`src/rtc_mon_cfg.svh`:
```
// register map, field positions and timing counts of the monitor block
`ifndef RTC_MON_CFG_SVH
`define RTC_MON_CFG_SVH

`define CTL_OFFSET          4'hE
`define STS_OFFSET          4'hF
`define CTL_RESET           8'h00

`define CTL_WEEKDAY_EN      7
`define CTL_DAILY_EN        6
`define CTL_HOUR_FMT        5
`define CTL_CLKEN_N         4
`define CTL_TEST            3
`define CTL_SEL_HI          2
`define CTL_SEL_LO          0

`define STS_DAILY_FLAG      0
`define STS_WEEKDAY_FLAG    1
`define STS_PERIODIC_FLAG   2
`define STS_CLKEN_N         3
`define STS_OSC_HALT        4
`define STS_SPARE           5
`define STS_LOW_SUPPLY      6
`define STS_THRESH_SEL      7

`define REF_PERIOD_NS       8
`define OSC_HZ              32768
`define OSC_PER_SEC         16'd32768
`define OSC_HALF_SEC        16'd16384
`define TRIM_PERIOD_S       20
`define TRIM_LAST_SEC       5'd19
`define SAMPLE_WIN_US       7800
`define SAMPLE_WIN_OSC      ((`SAMPLE_WIN_US * `OSC_HZ) / 1000000)
`define SEC_LAG_NS          92000
`define SEC_LAG_OSC         ((64'd92000 * 64'd32768) / 64'd1000000000)
`define HALT_TIMEOUT_NS     100000
`define HALT_TIMEOUT_CYC    (`HALT_TIMEOUT_NS / `REF_PERIOD_NS)

`endif

```
`src/rtc_mon_pkg.sv`:
```
// types shared by the monitor block
package rtc_mon_pkg;

    typedef enum logic [2:0] {
        P_OFF,
        P_HELD_LOW,
        P_PULSE_2HZ,
        P_PULSE_1HZ,
        P_LEVEL_SEC,
        P_LEVEL_MIN,
        P_LEVEL_HOUR,
        P_LEVEL_MONTH
    } periodic_mode_t;

    typedef struct packed {
        logic [7:0]  ctl;
        logic        osc_halt;
        logic        low_supply;
        logic        thresh_sel;
        logic        clken_n_sts;
        logic        spare;
        logic        weekday_flag;
        logic        daily_flag;
        logic        periodic_flag;
        logic        weekday_irq;
        logic        daily_irq;
        logic        weekday_hit_prev;
        logic        daily_hit_prev;
        logic        osc_prev;
        logic [15:0] div;
        logic [4:0]  trim_sec;
        logic [2:0]  lag;
        logic        lag_run;
        logic        sec_inc;
        logic [15:0] halt_cnt;
        logic        irq_oe_n;
        logic        clk_oe_n;
        logic        sample_en;
        logic [7:0]  rdata;
    } state_t;

endpackage

```
`src/sync2.sv`:
```
// two flip-flop synchroniser for a group of pin levels
`timescale 1ns/10ps
module sync2 #(
    parameter int W = 1
) (
    input  wire logic         ref_clk,
    input  wire logic         rst_n,
    input  wire logic [W-1:0] async_in,
    output logic      [W-1:0] sync_out
);
    logic [W-1:0] meta_q;
    logic [W-1:0] sync_q;

    always_ff @(posedge ref_clk)
    begin
        if (!rst_n)
        begin
            meta_q <= '0;
            sync_q <= '0;
        end
        else
        begin
            meta_q <= async_in;
            sync_q <= meta_q;
        end
    end

    assign sync_out = sync_q;
endmodule

```
`src/rtc_monitor.sv`:
```
// halt sensing, supply monitor, alarms, periodic interrupt and clock gate
`timescale 1ns/10ps
`include "rtc_mon_cfg.svh"
module rtc_monitor #(
    parameter int   HALT_CYCLES = `HALT_TIMEOUT_CYC,
    parameter logic CLK_CTRL    = 1'b1
) (
    input  wire logic       ref_clk,
    input  wire logic       rst_n,
    input  wire logic       osc_clk,
    input  wire logic       ce,
    input  wire logic       supply_below_hi,
    input  wire logic       supply_below_lo,
    input  wire logic       reg_wr,
    input  wire logic [3:0] reg_addr,
    input  wire logic [7:0] reg_wdata,
    output logic      [7:0] reg_rdata,
    input  wire logic       sec_write,
    input  wire logic [2:0] cur_weekday,
    input  wire logic [5:0] cur_hour,
    input  wire logic [6:0] cur_minute,
    input  wire logic [6:0] alarm_w_days,
    input  wire logic [5:0] alarm_w_hour,
    input  wire logic [6:0] alarm_w_minute,
    input  wire logic [5:0] alarm_d_hour,
    input  wire logic [6:0] alarm_d_minute,
    input  wire logic       roll_minute,
    input  wire logic       roll_hour,
    input  wire logic       roll_month,
    input  wire logic [6:0] trim_value,
    output logic            sec_inc,
    output logic            supply_sample_en,
    output logic            osc_halt,
    output logic            hour_24,
    output logic            test_mode,
    output logic            irq_out_n,
    output logic            irq_out_n_oe_n,
    output logic            slow_clk_out,
    output logic            slow_clk_out_oe_n
);
    rtc_mon_pkg::state_t q;
    rtc_mon_pkg::state_t d;
    logic [3:0]          pins_s;
    logic                osc_s;
    logic                ce_s;
    logic                below_hi_s;
    logic                below_lo_s;

    sync2 #(
        .W (4)
    ) u_sync (
        .ref_clk  (ref_clk),
        .rst_n    (rst_n),
        .async_in ({osc_clk, ce, supply_below_hi, supply_below_lo}),
        .sync_out (pins_s)
    );

    assign osc_s      = pins_s[3];
    assign ce_s       = pins_s[2];
    assign below_hi_s = pins_s[1];
    assign below_lo_s = pins_s[0];

    // decode of the three select bits
    function automatic rtc_mon_pkg::periodic_mode_t mode_of(
        input logic [2:0] sel
    );
        rtc_mon_pkg::periodic_mode_t m;
        case (sel)
            3'h0: m = rtc_mon_pkg::P_OFF;
            3'h1: m = rtc_mon_pkg::P_HELD_LOW;
            3'h2: m = rtc_mon_pkg::P_PULSE_2HZ;
            3'h3: m = rtc_mon_pkg::P_PULSE_1HZ;
            3'h4: m = rtc_mon_pkg::P_LEVEL_SEC;
            3'h5: m = rtc_mon_pkg::P_LEVEL_MIN;
            3'h6: m = rtc_mon_pkg::P_LEVEL_HOUR;
            default: m = rtc_mon_pkg::P_LEVEL_MONTH;
        endcase
        return m;
    endfunction

    // length of the current second in oscillator cycles
    function automatic logic [15:0] sec_len(
        input logic [6:0] trim,
        input logic       last
    );
        logic [15:0] len;
        len = `OSC_PER_SEC;
        if (last && !trim[6] && trim[5:1] != 5'h00)
            len = `OSC_PER_SEC - {8'h00, trim[5:0], 1'b0} + 16'h0002;
        else if (last && trim[6])
            len = `OSC_PER_SEC + {8'h00, ~trim[5:0] + 6'h01, 1'b0};
        return len;
    endfunction

    rtc_mon_pkg::periodic_mode_t mode;
    logic                        osc_rise;
    logic                        osc_edge;
    logic [15:0]                 term;
    logic                        weekday_hit;
    logic                        daily_hit;
    logic                        pulse_low;
    logic                        level_hit;
    logic                        below;
    logic                        wr_ctl;
    logic                        wr_sts;
    logic                        clk_run;

    always_comb
    begin
        d           = q;
        mode        = mode_of(q.ctl[`CTL_SEL_HI:`CTL_SEL_LO]);
        osc_rise    = osc_s && !q.osc_prev;
        osc_edge    = osc_s != q.osc_prev;
        term        = sec_len(trim_value, q.trim_sec == `TRIM_LAST_SEC);
        wr_ctl      = reg_wr && reg_addr == `CTL_OFFSET;
        wr_sts      = reg_wr && reg_addr == `STS_OFFSET;
        d.osc_prev  = osc_s;
        d.sec_inc   = 1'b0;

        // register writes; hardware sets below take priority
        if (wr_ctl)
            d.ctl = reg_wdata;
        if (wr_sts)
        begin
            d.thresh_sel  = reg_wdata[`STS_THRESH_SEL];
            d.spare       = reg_wdata[`STS_SPARE];
            d.clken_n_sts = reg_wdata[`STS_CLKEN_N];
            if (!reg_wdata[`STS_OSC_HALT])
                d.osc_halt = 1'b0;
            if (!reg_wdata[`STS_LOW_SUPPLY])
                d.low_supply = 1'b0;
            if (!reg_wdata[`STS_WEEKDAY_FLAG])
            begin
                d.weekday_flag = 1'b0;
                d.weekday_irq  = 1'b0;
            end
            if (!reg_wdata[`STS_DAILY_FLAG])
            begin
                d.daily_flag = 1'b0;
                d.daily_irq  = 1'b0;
            end
            if (!reg_wdata[`STS_PERIODIC_FLAG])
                d.periodic_flag = 1'b0;
        end

        if (osc_edge)
            d.halt_cnt = 16'h0000;
        else if (q.halt_cnt != 16'(HALT_CYCLES - 1))
            d.halt_cnt = q.halt_cnt + 16'h0001;
        if (!ce_s && !osc_edge && q.halt_cnt == 16'(HALT_CYCLES - 1))
            d.osc_halt = 1'b1;

        if (sec_write)
        begin
            d.div     = 16'h0000;
            d.lag     = 3'h0;
            d.lag_run = 1'b0;
        end
        else if (osc_rise)
        begin
            if (q.div >= term - 16'h0001)
            begin
                d.div     = 16'h0000;
                d.lag     = 3'h0;
                d.lag_run = 1'b1;
            end
            else
                d.div = q.div + 16'h0001;
            if (q.lag_run)
            begin
                if (q.lag == 3'(`SEC_LAG_OSC) - 3'h1)
                begin
                    d.lag_run = 1'b0;
                    d.sec_inc = 1'b1;
                    if (q.trim_sec == `TRIM_LAST_SEC)
                        d.trim_sec = 5'h00;
                    else
                        d.trim_sec = q.trim_sec + 5'h01;
                end
                d.lag = q.lag + 3'h1;
            end
        end

        weekday_hit = alarm_w_days[cur_weekday]
                      && alarm_w_hour == cur_hour
                      && alarm_w_minute == cur_minute;
        daily_hit   = alarm_d_hour == cur_hour
                      && alarm_d_minute == cur_minute;
        d.weekday_hit_prev = weekday_hit;
        d.daily_hit_prev   = daily_hit;
        // only a new match raises the output
        if (weekday_hit && !q.weekday_hit_prev)
        begin
            d.weekday_flag = 1'b1;
            if (q.ctl[`CTL_WEEKDAY_EN])
                d.weekday_irq = 1'b1;
        end
        if (daily_hit && !q.daily_hit_prev)
        begin
            d.daily_flag = 1'b1;
            if (q.ctl[`CTL_DAILY_EN])
                d.daily_irq = 1'b1;
        end
        if (!d.ctl[`CTL_WEEKDAY_EN])
            d.weekday_irq = 1'b0;
        if (!d.ctl[`CTL_DAILY_EN])
            d.daily_irq = 1'b0;

        case (mode)
            rtc_mon_pkg::P_LEVEL_SEC:   level_hit = 1'b1;
            rtc_mon_pkg::P_LEVEL_MIN:   level_hit = roll_minute;
            rtc_mon_pkg::P_LEVEL_HOUR:  level_hit = roll_hour;
            rtc_mon_pkg::P_LEVEL_MONTH: level_hit = roll_month;
            default:                    level_hit = 1'b0;
        endcase
        if (d.sec_inc && level_hit)
            d.periodic_flag = 1'b1;

        case (mode)
            rtc_mon_pkg::P_HELD_LOW:  pulse_low = 1'b1;
            rtc_mon_pkg::P_PULSE_2HZ: pulse_low = !d.div[13];
            rtc_mon_pkg::P_PULSE_1HZ:
                pulse_low = d.div < term - `OSC_HALF_SEC;
            default:                  pulse_low = 1'b0;
        endcase

        below = q.thresh_sel ? below_lo_s : below_hi_s;
        d.sample_en = !d.low_supply
                      && d.div < 16'(`SAMPLE_WIN_OSC);
        if (q.sample_en && !q.low_supply && below)
            d.low_supply = 1'b1;

        if (d.osc_halt)
        begin
            d.ctl           = `CTL_RESET;
            d.thresh_sel    = 1'b0;
            d.low_supply    = 1'b0;
            d.clken_n_sts   = 1'b0;
            d.spare         = 1'b0;
            d.weekday_flag  = 1'b0;
            d.daily_flag    = 1'b0;
            d.periodic_flag = 1'b0;
            d.weekday_irq   = 1'b0;
            d.daily_irq     = 1'b0;
            d.sample_en     = 1'b0;
            pulse_low       = 1'b0;
        end

        d.irq_oe_n = !(d.weekday_irq || d.daily_irq
                       || pulse_low || d.periodic_flag);

        clk_run = !CLK_CTRL
                  || !(d.ctl[`CTL_CLKEN_N] && d.clken_n_sts);
        d.clk_oe_n = !(clk_run && !osc_s);

        if (reg_addr == `CTL_OFFSET)
            d.rdata = q.ctl;
        else if (reg_addr == `STS_OFFSET)
            d.rdata = {q.thresh_sel, q.low_supply, q.spare, q.osc_halt,
                       q.clken_n_sts, q.periodic_flag, q.weekday_flag,
                       q.daily_flag};
        else
            d.rdata = 8'h00;
    end

    always_ff @(posedge ref_clk)
    begin
        if (!rst_n)
        begin
            q          <= '0;
            q.osc_halt <= 1'b1;
            q.irq_oe_n <= 1'b1;
            q.clk_oe_n <= 1'b1;
        end
        else
            q <= d;
    end

    assign reg_rdata         = q.rdata;
    assign sec_inc           = q.sec_inc;
    assign supply_sample_en  = q.sample_en;
    assign osc_halt          = q.osc_halt;
    assign hour_24           = q.ctl[`CTL_HOUR_FMT];
    assign test_mode         = q.ctl[`CTL_TEST];
    assign irq_out_n         = 1'b0;
    assign irq_out_n_oe_n    = q.irq_oe_n;
    assign slow_clk_out      = 1'b0;
    assign slow_clk_out_oe_n = q.clk_oe_n;
endmodule

```
`config.mk`:
```
export PLATFORM = sky130hd
export DESIGN_NAME = rtc_monitor
export DESIGN_NICKNAME = d
export VERILOG_FILES = /design/src/rtc_mon_pkg.sv /design/src/sync2.sv /design/src/rtc_monitor.sv
export VERILOG_INCLUDE_DIRS = /design/src /design/src/src
export SDC_FILE = /design/constraint.sdc
export NUM_CORES = 1
export LEC_CHECK = 0
export BUFFER_PORTS_ARGS = -buffer_cell sky130_fd_sc_hd__buf_2
export CORE_AREA = 2 2 103 105
export CTS_CLUSTER_DIAMETER = 30
export CTS_CLUSTER_SIZE = 25
export DETAILED_ROUTE_END_ITERATION = 12
export DIE_AREA = 0 0 105 107
export PLACE_DENSITY = 0.72
export SLEW_MARGIN = 20
export SYNTH_ARGS = -nofsm -noshare
export SYNTH_HDL_FRONTEND = slang
export SYNTH_HIERARCHICAL = 1
export SYNTH_SLANG_ARGS = --single-unit
```
`constraint.sdc`:
```
create_clock -name ref_clk -period 11 [get_ports ref_clk]
set_input_delay 1.65 -clock ref_clk [delete_from_list [all_inputs] [get_ports ref_clk]]
set_output_delay 1.65 -clock ref_clk [all_outputs]
set_load 0.02 [all_outputs]
```
Yosys cells after proc, flatten, opt, wreduce, memory -nomap -nowiden
Cells that the tools add are included.

Output and inout port bits: 17. Bits in writable memories: 0. Bits in latches: 0. Word-level logic and storage cells: 160. ROM bits: 0. Register bits after elaboration: 82. Memories kept: 0.

$add $sub $neg: 10. Bitwise logic cells: 3. Divide/modulo/power cells: 0. Muxes and demuxes: 42. Shifts and indexed selects: 0. Multipliers: 0. Eq/ne operators: 26. Magnitude comparators: 4. Reductions and logical operators: 47.

Operators by type and width (count): two-way mux 16 bit (4); adder 16 x 1 -> 16 bit (second input constant) (2); two-way mux 26 bit (1); two-way mux 8 bit (3); two-way mux 1 bit (22); equality test 3 bit (second input constant) (7); case mux 3 bit (7 select lines) (1); two-way mux 10 bit (2); logical AND 1 bit (19); adder 16 x 2 -> 16 bit (second input constant) (1); adder 16 x 7 -> 16 bit (first input constant) (1); equality test 16 x 14 -> 1 bit (second input constant) (1); greater-or-equal comparator 16 bit (1); < comparator 16 bit (1); < comparator 16 x 8 -> 1 bit (second input constant) (1); inequality test 16 x 14 -> 1 bit (second input constant) (1); subtractor 16 x 1 -> 16 bit (second input constant) (1); subtractor 16 x 15 -> 16 bit (second input constant) (1); subtractor 16 x 7 -> 16 bit (first input constant) (1); equality test 3 x 2 -> 1 bit (second input constant) (5); two-way mux 5 bit (3); equality test 7 bit (2); zero test 1 bit (13); equality test 6 bit (2); 24 further kinds (36).

Depth between registers and ports, before layout
Gate-level depths: netlist of the first run.

Depth after elaboration: 19. Depth in mapped cells: 28.

Modules after synthesis
Netlist of the first run, hierarchy kept.

Modules (own cells, without submodules): rtc_monitor (cells an instance 576, area an instance 4762.1 um^2, sequential area each 1481.4 um^2, instances 1); sync2 (cells an instance 16, area an instance 210.2 um^2, sequential area each 160.2 um^2, instances 1).

Least setup slack after synthesis of the first run
Ideal clock, no wire load.

Path type: input port to flip-flop. From: input port trim_value[1]. To: register q (netlist bit irq_out_n_oe_n). Path buffers: 2. Path slack: 4.473 ns. Required time: 10.878 ns. Arrival time: 6.404 ns. Stages: 28. Library setup time: 0.122 ns. Cell sequence: or4_4 inv_1 ha_1 or3_1 buf_4 inv_4 a21oi_2 o31ai_1 o211ai_1 nand3_2 nor3_2 mux2i_1 ha_1 nand4_1 nor3_2 a32oi_1 a21oi_2 clkbuf_1 nor2_1 ha_1 a21o_1 a21oi_1 nor2b_1 nor3_1 o311ai_0 nand2_1 o211ai_2 a311o_1.

RTL lines: from (decl) (RTL line rtc_monitor.sv:30) `input wire logic [6:0] trim_value,`; to (decl) (RTL line rtc_monitor.sv:41) `rtc_mon_pkg::state_t q;`.

==> results.toml, run 1 <==
[critical_path]
path_class = "input port to flop"
crit_path_frequent_cell = "ha_1"
endpoint = "irq_out_n_oe_n$_SDFF_PN1_"
worst_path_max_delay_cell = "a21oi_2"
endpoint_kind = "flop"
crit_start = "trim_value[1]"
startpoint_type = "input port"
r2r_cells = 25
crit_required_ns = 11.24
r2r_end = "irq_out_n_oe_n$_SDFF_PN1_"
cp_max_fo = 19
critical-path-max-stage-delay_ns = 0.68
rrSetupSlack_ns = 4.89
cp.arrival_ns = 7.63
r2r_start = "q[32]$_SDFFE_PN0P_"

[global_route]
met3_usage_pct = 3.95
track_usage_pct = 21.4
grt_pass1_vias = 4408
met1_usage_pct = 26.8
antenna_found_initial = 0
grt_max_degree = 21
gr-total-overflow = 0
met2_usage_pct = 36.5
grt.busiest_layer = "met2"
grt_pass1_wl_um = 19600

[logic_synthesis]
synthCells = 592
synth-edff-count = 0
yosysWarningCount = 6
async_reset_ff_share_pct = 0
seq_area_frac_synth_pct = 33.0
synth-seq-cells = 82
synth_cell_type_count = 64
syn_area_mm2 = 0.00497
ys.flop_type = "dfxtp_1"
syn_avg_cell_area_um2 = 8.40

[routing]
wl_um = 11600
drtIter0Drc = 151
drtAntennaViolNets = 0
drt_first_pass_iters = 4
drc = 0
vias = 4406
vias_per_cell = 5.40
routedWlPerCell_um = 14.2

[job]
cap_violations = 0

[sta]
holdWs_ns = 0.441
finalCritPeriodShare_pct = 67.2
finalClockSkew_ns = 0.00664
finalSetupViolCount = 0
slew_violations = 0
fin_crit_ns = 7.39
worstMarginPinSlew_ns = 0.806
finalHoldViolCount = 0
fin_setup_tns_ns = 0
rsz0062_at_grt = "no"
slew_headroom_pct = 46.3
fmax_ghz = 0.135

[finish]
layout_commonest_cell = "buf_2"
fin_area_mm2 = 0.00573
final.fill_count = 961
layout_common_cells = "93 x buf_2, 82 x dfxtp_1, 80 x nor2_1"
fin_nets = 791
n_antenna_cell = 0
layout-drive-gt1-share_pct = 19.1
final_cells = 816
area_growth_pct = 15.2

[min_path]
hold_path.class = "flop to flop"

[placement]
portBuffers = 93
place_area_mm2 = 0.00549
gp_congestion = 0.883
place_inst = 801
dpl.hpwl_um = 9130

[status]
status = "completed"

[die]
core_mm2 = 0.0101
initial_core_util_pct = 49.3
dieArea_mm2 = 0.0112
num_rows = 37
die_w_um = 105
ios = 96
die_y_um = 107

[pwr]
finalPower_mw = 0.613
powerDensity_mw_per_mm2 = 107
power_leakage_nw = 2.42
vdd_ir_drop_max_uv = 64.6

[clock_network]
post-cts-setup-buffers = 0
cts_sinks = 82
cts-hold-fix-buffers = 0
cts_root_buf = "clkbuf_8"
cts_buffer_depth = 2
numCtsBuffers = 9
cts_max_level = 3
cts_resized = 0
clk_pin_slew_ns = 0.08
cts_tree = "yes"
clk_latency_ns = 0.35
-- sequential cells by signal (all words and copies together), names as in the netlist --
register / count
irq_out_n_oe_n: 1
slow_clk_out_oe_n: 1
hour_24: 1
reg_rdata: 8
q: 59
u_sync/meta_q: 4
u_sync/sync_out: 4
test_mode: 1
sec_inc: 1
osc_halt: 1
supply_sample_en: 1
-- cell usage after synthesis, drive strengths merged, types with 2 or more instances --
| cell | count | area [um^2] |
|---|---|---|
| or2 | 2 | 12.5 |
| o211ai | 4 | 45.1 |
| inv | 24 | 92.6 |
| nand4 | 12 | 75.1 |
| xor2 | 32 | 280 |
| or4 | 2 | 18.8 |
| xnor2 | 27 | 236 |
| nand2b | 8 | 50.1 |
| dfxtp | 82 | 1640 |
| o21a | 6 | 45.0 |
| a21oi | 36 | 188 |
| nor4 | 8 | 50.1 |
| nor3b | 3 | 22.5 |
| nand3b | 3 | 22.5 |
| o311ai | 2 | 17.5 |
| nor2 | 81 | 307 |
| a211oi | 3 | 22.5 |
| a32oi | 2 | 17.5 |
| o21ai | 30 | 150 |
| and2 | 13 | 81.3 |
| nand2 | 45 | 179 |
| a31oi | 2 | 12.5 |
| or3 | 9 | 56.3 |
| ha | 36 | 450 |
| buf | 15 | 103 |
| and3 | 11 | 68.8 |
| nor3 | 21 | 120 |
| clkbuf | 6 | 22.5 |
| nand4b | 2 | 17.5 |
| mux2 | 3 | 33.8 |
| mux2i | 21 | 210 |
| nor2b | 7 | 43.8 |
| nand3 | 17 | 95.1 |
-- critical path: cells and delay by family --
family	cells	cell delay [ns]
and+or+nand+nor	10	2.39
AOI/OAI and AO/OA	10	2.24
buffers and inverters	3	0.35
adders and majority gates	3	0.84
muxes	1	0.14
-- final cells by class --
type	instances	area [um^2]	area share (%)
Clock buffer	10	138	2.40
Inverter	25	96.3	1.68
Sequential cell	82	1640	28.7
Tap cell	136	170	2.97
Clock inverter	5	103	1.79
Timing Repair Buffer	93	465	8.13
Multi-Input combinational cell	465	3110	54.4
-- stage by stage --
stage	util, %	setup slack [ns]
3_3_place_gp	54.4	3.66
6_report	56.7	3.61
2_1_floorplan	-	4.47
5_1_grt	56.7	3.13
4_1_cts	56.7	3.67
3_5_place_dp	54.4	3.32
-- worst min-delay path by stage --
stage                     cells after the start                       endpoint                         from  slack (ns)
after detailed placement                      1  u_sync/sync_out[1]$_SDFF_PN0_  u_sync/meta_q[1]$_SDFF_PN0_        0.42
after global placement                        1  u_sync/sync_out[0]$_SDFF_PN0_  u_sync/meta_q[0]$_SDFF_PN0_        0.42
final                                         1  u_sync/sync_out[2]$_SDFF_PN0_  u_sync/meta_q[2]$_SDFF_PN0_        0.44
after floorplan                               1  u_sync/sync_out[0]$_SDFF_PN0_  u_sync/meta_q[0]$_SDFF_PN0_        0.41
after CTS                                     1  u_sync/sync_out[2]$_SDFF_PN0_  u_sync/meta_q[2]$_SDFF_PN0_        0.44
after global routing                          1  u_sync/sync_out[1]$_SDFF_PN0_  u_sync/meta_q[1]$_SDFF_PN0_        0.45
-- layer usage --
layer,part of all wire (%),up-vias
li1,-,2237
met1,46,2064
met2,49,93
met3,4.3,12
met4,1.4,0
met5,0,-
-- cell families after synthesis --
logic type / Yosys count / share of synthesized area (%)
muxes: 25 / 5.36
xor gates and xnor gates: 59 / 10.4
other: 1 / 0.0754
and+or+nand+nor: 248 / 25.4
DFF: 82 / 33.0
buffers and inverters: 46 / 4.45
adders and majority gates: 36 / 9.06
AOI/OAI and AO/OA: 95 / 12.2
-- power by group --
| part | total (mW) | switching [mW] | internal [mW] |
|---|---|---|---|
| sequential | 0.301 | 0.00177 | 0.299 |
| clock | 0.262 | 0.107 | 0.155 |
| combinational | 0.0503 | 0.0270 | 0.0232 |
| total | 0.613 | 0.135 | 0.478 |
Note: power is estimated with default switching activity, not from simulation.
==> inputs of run 2 (changes only) <==
==> constraint.sdc (replaced) <==
create_clock -name ref_clk -period 7.3 [get_ports ref_clk]
set_input_delay 1.095 -clock ref_clk [delete_from_list [all_inputs] [get_ports ref_clk]]
set_output_delay 1.095 -clock ref_clk [all_outputs]
set_load 0.02 [all_outputs]
==> run 2 against run 1 <==
Effect of this change: critical path depth grew 1; final cell count grew 0.12%; critical path type unchanged; clock skew grew 0.0073 ns; die area is the same; global-route usage grew 0.17 points; sequential cell count is the same; wire length shrank 0.55%; critical endpoint unchanged.
==> results.toml, run 2 (synthesized netlist as in run 1, its figures left out) <==
[global_route]
grt_max_degree = 21
grt_pass1_wl_um = 19800
met3_usage_pct = 4.50
track_usage_pct = 21.5
met1_usage_pct = 26.2
grt_pass1_vias = 4464
grt.busiest_layer = "met2"
met2_usage_pct = 37.4
antenna_found_initial = 0
gr-total-overflow = 0

[min_path]
holdPathStages = 1
hold_start = "u_sync/meta_q[0]$_SDFF_PN0_"
hold_end = "u_sync/sync_out[0]$_SDFF_PN0_"
hold_path.class = "flop to flop"

[sta]
fmax_ghz = 0.153
fin_setup_tns_ns = 0
fin_crit_ns = 6.52
finalHoldViolCount = 0
finalClockSkew_ns = 0.0139
finalSetupViolCount = 0
slew_headroom_pct = 59.3
worstMarginPinSlew_ns = 0.609
rsz0062_at_grt = "no"
finalCritPeriodShare_pct = 89.3
postLayoutSetupSlackWorst_ns = 0.784
slew_violations = 0

[critical_path]
cp.arrival_ns = 6.75
crit_required_ns = 7.54
rrSetupSlack_ns = 1.56
critical-path-max-stage-delay_ns = 0.54
startpoint_type = "input port"
endpoint_kind = "flop"
crit_path_frequent_cell = "ha_1"
cp_max_fo = 19
r2r_cells = 26
worst_path_max_delay_cell = "or4_4"
r2r_start = "q[32]$_SDFFE_PN0P_"
path_class = "input port to flop"
path_buf_inv = 4
r2r_end = "irq_out_n_oe_n$_SDFF_PN1_"
crit_family = "simple AND/OR/NAND/NOR gates"

[finish]
final_cells = 817
largest_register = "q"
layout-drive-gt1-share_pct = 19.1
n_antenna_cell = 0
layout_commonest_cell = "buf_2"
fin_nets = 792
largest_reg_flops = 59
layout_common_cells = "93 x buf_2, 82 x dfxtp_1, 80 x nor2_1"
area_growth_pct = 14.2

[clock_network]
cts_sinks = 82
post-cts-setup-buffers = 0
numCtsBuffers = 9
cts-hold-fix-buffers = 0
cts_tree = "yes"
cts_max_level = 3
cts_root_buf = "clkbuf_8"
cts_resized = 0
clk_pin_slew_ns = 0.09
cts_buffer_depth = 2
clk_latency_ns = 0.35

[die]
ios = 96
die_w_um = 105
dieArea_mm2 = 0.0112
initial_core_util_pct = 49.3
num_rows = 37
die_y_um = 107
core_mm2 = 0.0101

[routing]
wl_um = 11500
vias_per_cell = 5.41
routedWlPerCell_um = 14.1
drc = 0
drtIter0Drc = 179
drtAntennaViolNets = 0
vias = 4422
drt_first_pass_iters = 5

[job]
cap_violations = 0

[pwr]
powerDensity_mw_per_mm2 = 149
vdd_ir_drop_max_uv = 111
finalPower_mw = 0.845
power_leakage_nw = 2.40

[placement]
dpl_worst_slack_ns = 0.563
portBuffers = 93
gp_congestion = 0.872
dpl.hpwl_um = 9180
place_inst = 802

[status]
status = "completed"
-- run 2: cell types whose count changed in the layout (fill, tap and decap cells not counted) --
cell / change
clkinv_2: +1
clkbuf_1: +1
bufinv_16: -2
buf_4: +1
clkinv_4: +1
clkbuf_8: -1
-- run 2: worst max-delay path by stage --
stage                                 to           from  cells after the start  slack (ns)
3_5_place_dp   irq_out_n_oe_n$_SDFF_PN1_  trim_value[1]                     28        0.56
5_1_grt        irq_out_n_oe_n$_SDFF_PN1_  trim_value[1]                     28        0.36
3_3_place_gp   irq_out_n_oe_n$_SDFF_PN1_  trim_value[1]                     28        0.92
6_report       irq_out_n_oe_n$_SDFF_PN1_  trim_value[1]                     28        0.78
2_1_floorplan  irq_out_n_oe_n$_SDFF_PN1_  trim_value[1]                     28        1.33
4_1_cts        irq_out_n_oe_n$_SDFF_PN1_  trim_value[1]                     28        0.88
-- run 2: stage by stage --
step	hold WS (ns)	area [um^2]	util (%)
2_1_floorplan	0.412	4980	-
3_3_place_gp	0.415	5490	54.4
3_5_place_dp	0.428	5490	54.4
4_1_cts	0.447	5680	56.3
5_1_grt	0.453	5680	56.3
6_report	0.442	5680	56.3
-- run 2: power breakdown --
part / internal [mW] / switching (mW) / total, mW
sequential: 0.451 / 0.00256 / 0.454
combinational: 0.0355 / 0.0412 / 0.0767
clock: 0.156 / 0.159 / 0.315
total: 0.642 / 0.203 / 0.845
-- run 2: routing by layer --
layer / up-vias / routed length [um]
met5: - / 0
met4: 0 / 214
met2: 93 / 5660
met3: 17 / 496
li1: 2225 / -
met1: 2087 / 5160
-- run 2: cell type report --
class	count	area (um^2)
fill	943	4410
multi-input combinational	465	3110
sequential	82	1640
timing repair buffer	94	473
tap	136	170
clock buffer	10	128
inverter	25	96.3
clock inverter	5	56.3
==> inputs of run 3 (changes only) <==
--- a/config.mk
+++ b/config.mk
@@ -12,7 +12,7 @@
 export CTS_CLUSTER_SIZE = 25
 export DETAILED_ROUTE_END_ITERATION = 12
 export DIE_AREA = 0 0 105 107
-export PLACE_DENSITY = 0.72
+export PLACE_DENSITY = 0.78
 export SLEW_MARGIN = 20
 export SYNTH_ARGS = -nofsm -noshare
 export SYNTH_HDL_FRONTEND = slang
==> run 3 against run 2 <==
Effect of this change: sequential cell count unchanged; critical path depth did not move; final cell count rose by 0.12%; first-iteration DRC count up 78%; core utilization grew 0.57 points; largest cell class unchanged; largest power group unchanged; highest routed layer unchanged.
==> results.toml, run 3 (synthesized netlist as in run 1, its figures left out) <==
[status]
status = "completed"

[routing]
drtAntennaViolNets = 0
routedWlPerCell_um = 14.3
drtIter0Drc = 319
wl_um = 11700
vias = 4514
drc = 0
vias_per_cell = 5.52
drt_first_pass_iters = 5

[job]
cap_violations = 0

[min_path]
hold_path.class = "flop to flop"
holdPathStages = 1

[global_route]
grt_max_degree = 21
met2_usage_pct = 38.1
antenna_found_initial = 0
grt.busiest_layer = "met2"
met3_usage_pct = 4.86
met1_usage_pct = 25.3
gr-total-overflow = 0
track_usage_pct = 21.4
grt_pass1_wl_um = 19600
grt_pass1_vias = 4301

[clock_network]
post-cts-setup-buffers = 0
cts-hold-fix-buffers = 0
cts_buffer_depth = 2
cts_sinks = 82
numCtsBuffers = 9
cts_resized = 0
clk_latency_ns = 0.34
clk_pin_slew_ns = 0.08
cts_max_level = 3
cts_tree = "yes"
cts_root_buf = "clkbuf_8"

[sta]
slew_violations = 0
finalSetupViolCount = 0
fmax_ghz = 0.158
fin_crit_ns = 6.34
slew_headroom_pct = 57.3
finalCritPeriodShare_pct = 86.8
finalClockSkew_ns = 0.00817
postLayoutSetupSlackWorst_ns = 0.964
finalHoldViolCount = 0
worstMarginPinSlew_ns = 0.639
fin_setup_tns_ns = 0
rsz0062_at_grt = "no"

[critical_path]
endpoint_kind = "flop"
crit_required_ns = 7.54
crit_cells = 28
r2r_cells = 26
crit_path_frequent_cell = "ha_1"
crit_family = "simple AND/OR/NAND/NOR gates"
cp.arrival_ns = 6.57
worst_path_max_delay_cell = "or4_4"
critical-path-max-stage-delay_ns = 0.53
cp_max_fo = 19
path_class = "input port to flop"
rrSetupSlack_ns = 1.69
path_buf_inv = 4
startpoint_type = "input port"

[finish]
layout_common_cells = "93 x buf_2, 82 x dfxtp_1, 80 x nor2_1"
layout_commonest_cell = "buf_2"
largest_reg_flops = 59
area_growth_pct = 15.3
layout-drive-gt1-share_pct = 19.4
n_antenna_cell = 0
fin_nets = 792
largest_register = "q"

[pwr]
p_sw_share_pct = 22.2
seqPwrFrac_pct = 49.5
vdd_ir_drop_max_uv = 150
power_leakage_nw = 2.42
finalPower_mw = 0.917
powerDensity_mw_per_mm2 = 160
internal_power_mw = 0.713
pwr-share-clk_pct = 42.1
switching_power_mw = 0.204
pwr-share-comb_pct = 8.4

[die]
die_w_um = 105
initial_core_util_pct = 49.3
die_y_um = 107
dieArea_mm2 = 0.0112
core_mm2 = 0.0101
ios = 96
num_rows = 37

[placement]
dpl.hpwl_um = 9250
dpl_worst_slack_ns = 0.674
gp_congestion = 0.938
portBuffers = 93
## run 3: metrics by stage
step	instance area, um^2	utilization (%)	cells	hold WS, ns
after floorplan	4980	-	593	0.412
after detailed placement	5490	54.4	802	0.424
after global routing	5740	56.8	818	0.468
final	5740	56.8	818	0.440
after CTS	5740	56.8	818	0.442
after global placement	5490	54.4	802	0.416
## run 3: final cells by class
cell class	instances	area [um^2]
fillers	923	4360
multi-input cells	465	3110
flip-flops and latches	82	1640
repair buffers	94	473
well taps	136	170
clock buffers	9	124
clock inverters	7	118
inverters	25	96.3
## run 3: power by group through the flow
stage / clock [mW] / sequential [mW] / combinational [mW]
after CTS: 0.392 / 0.454 / 0.0772
after detailed placement: 0 / 0.464 / 0.0769
after global placement: 0 / 0.464 / 0.0739
after floorplan: 0 / 0.464 / 0.0402
final: 0.386 / 0.454 / 0.0772
after global routing: 0.415 / 0.454 / 0.0856
## run 3: final timing paths
check,from,to
worst max register to register,q[32]$_SDFFE_PN0P_,irq_out_n_oe_n$_SDFF_PN1_
worst min-delay path,u_sync/meta_q[0]$_SDFF_PN0_,u_sync/sync_out[0]$_SDFF_PN0_
worst min register to register,u_sync/meta_q[0]$_SDFF_PN0_,u_sync/sync_out[0]$_SDFF_PN0_
worst max-delay path,trim_value[1],irq_out_n_oe_n$_SDFF_PN1_
## run 3: per-layer routing
layer / part of all wire (%) / vias to the layer above / routed length, um
li1: - / 2225 / -
met1: 42 / 2114 / 4880
met2: 50 / 149 / 5890
met3: 5.5 / 26 / 643
met4: 2.6 / 0 / 305
met5: 0 / - / 0
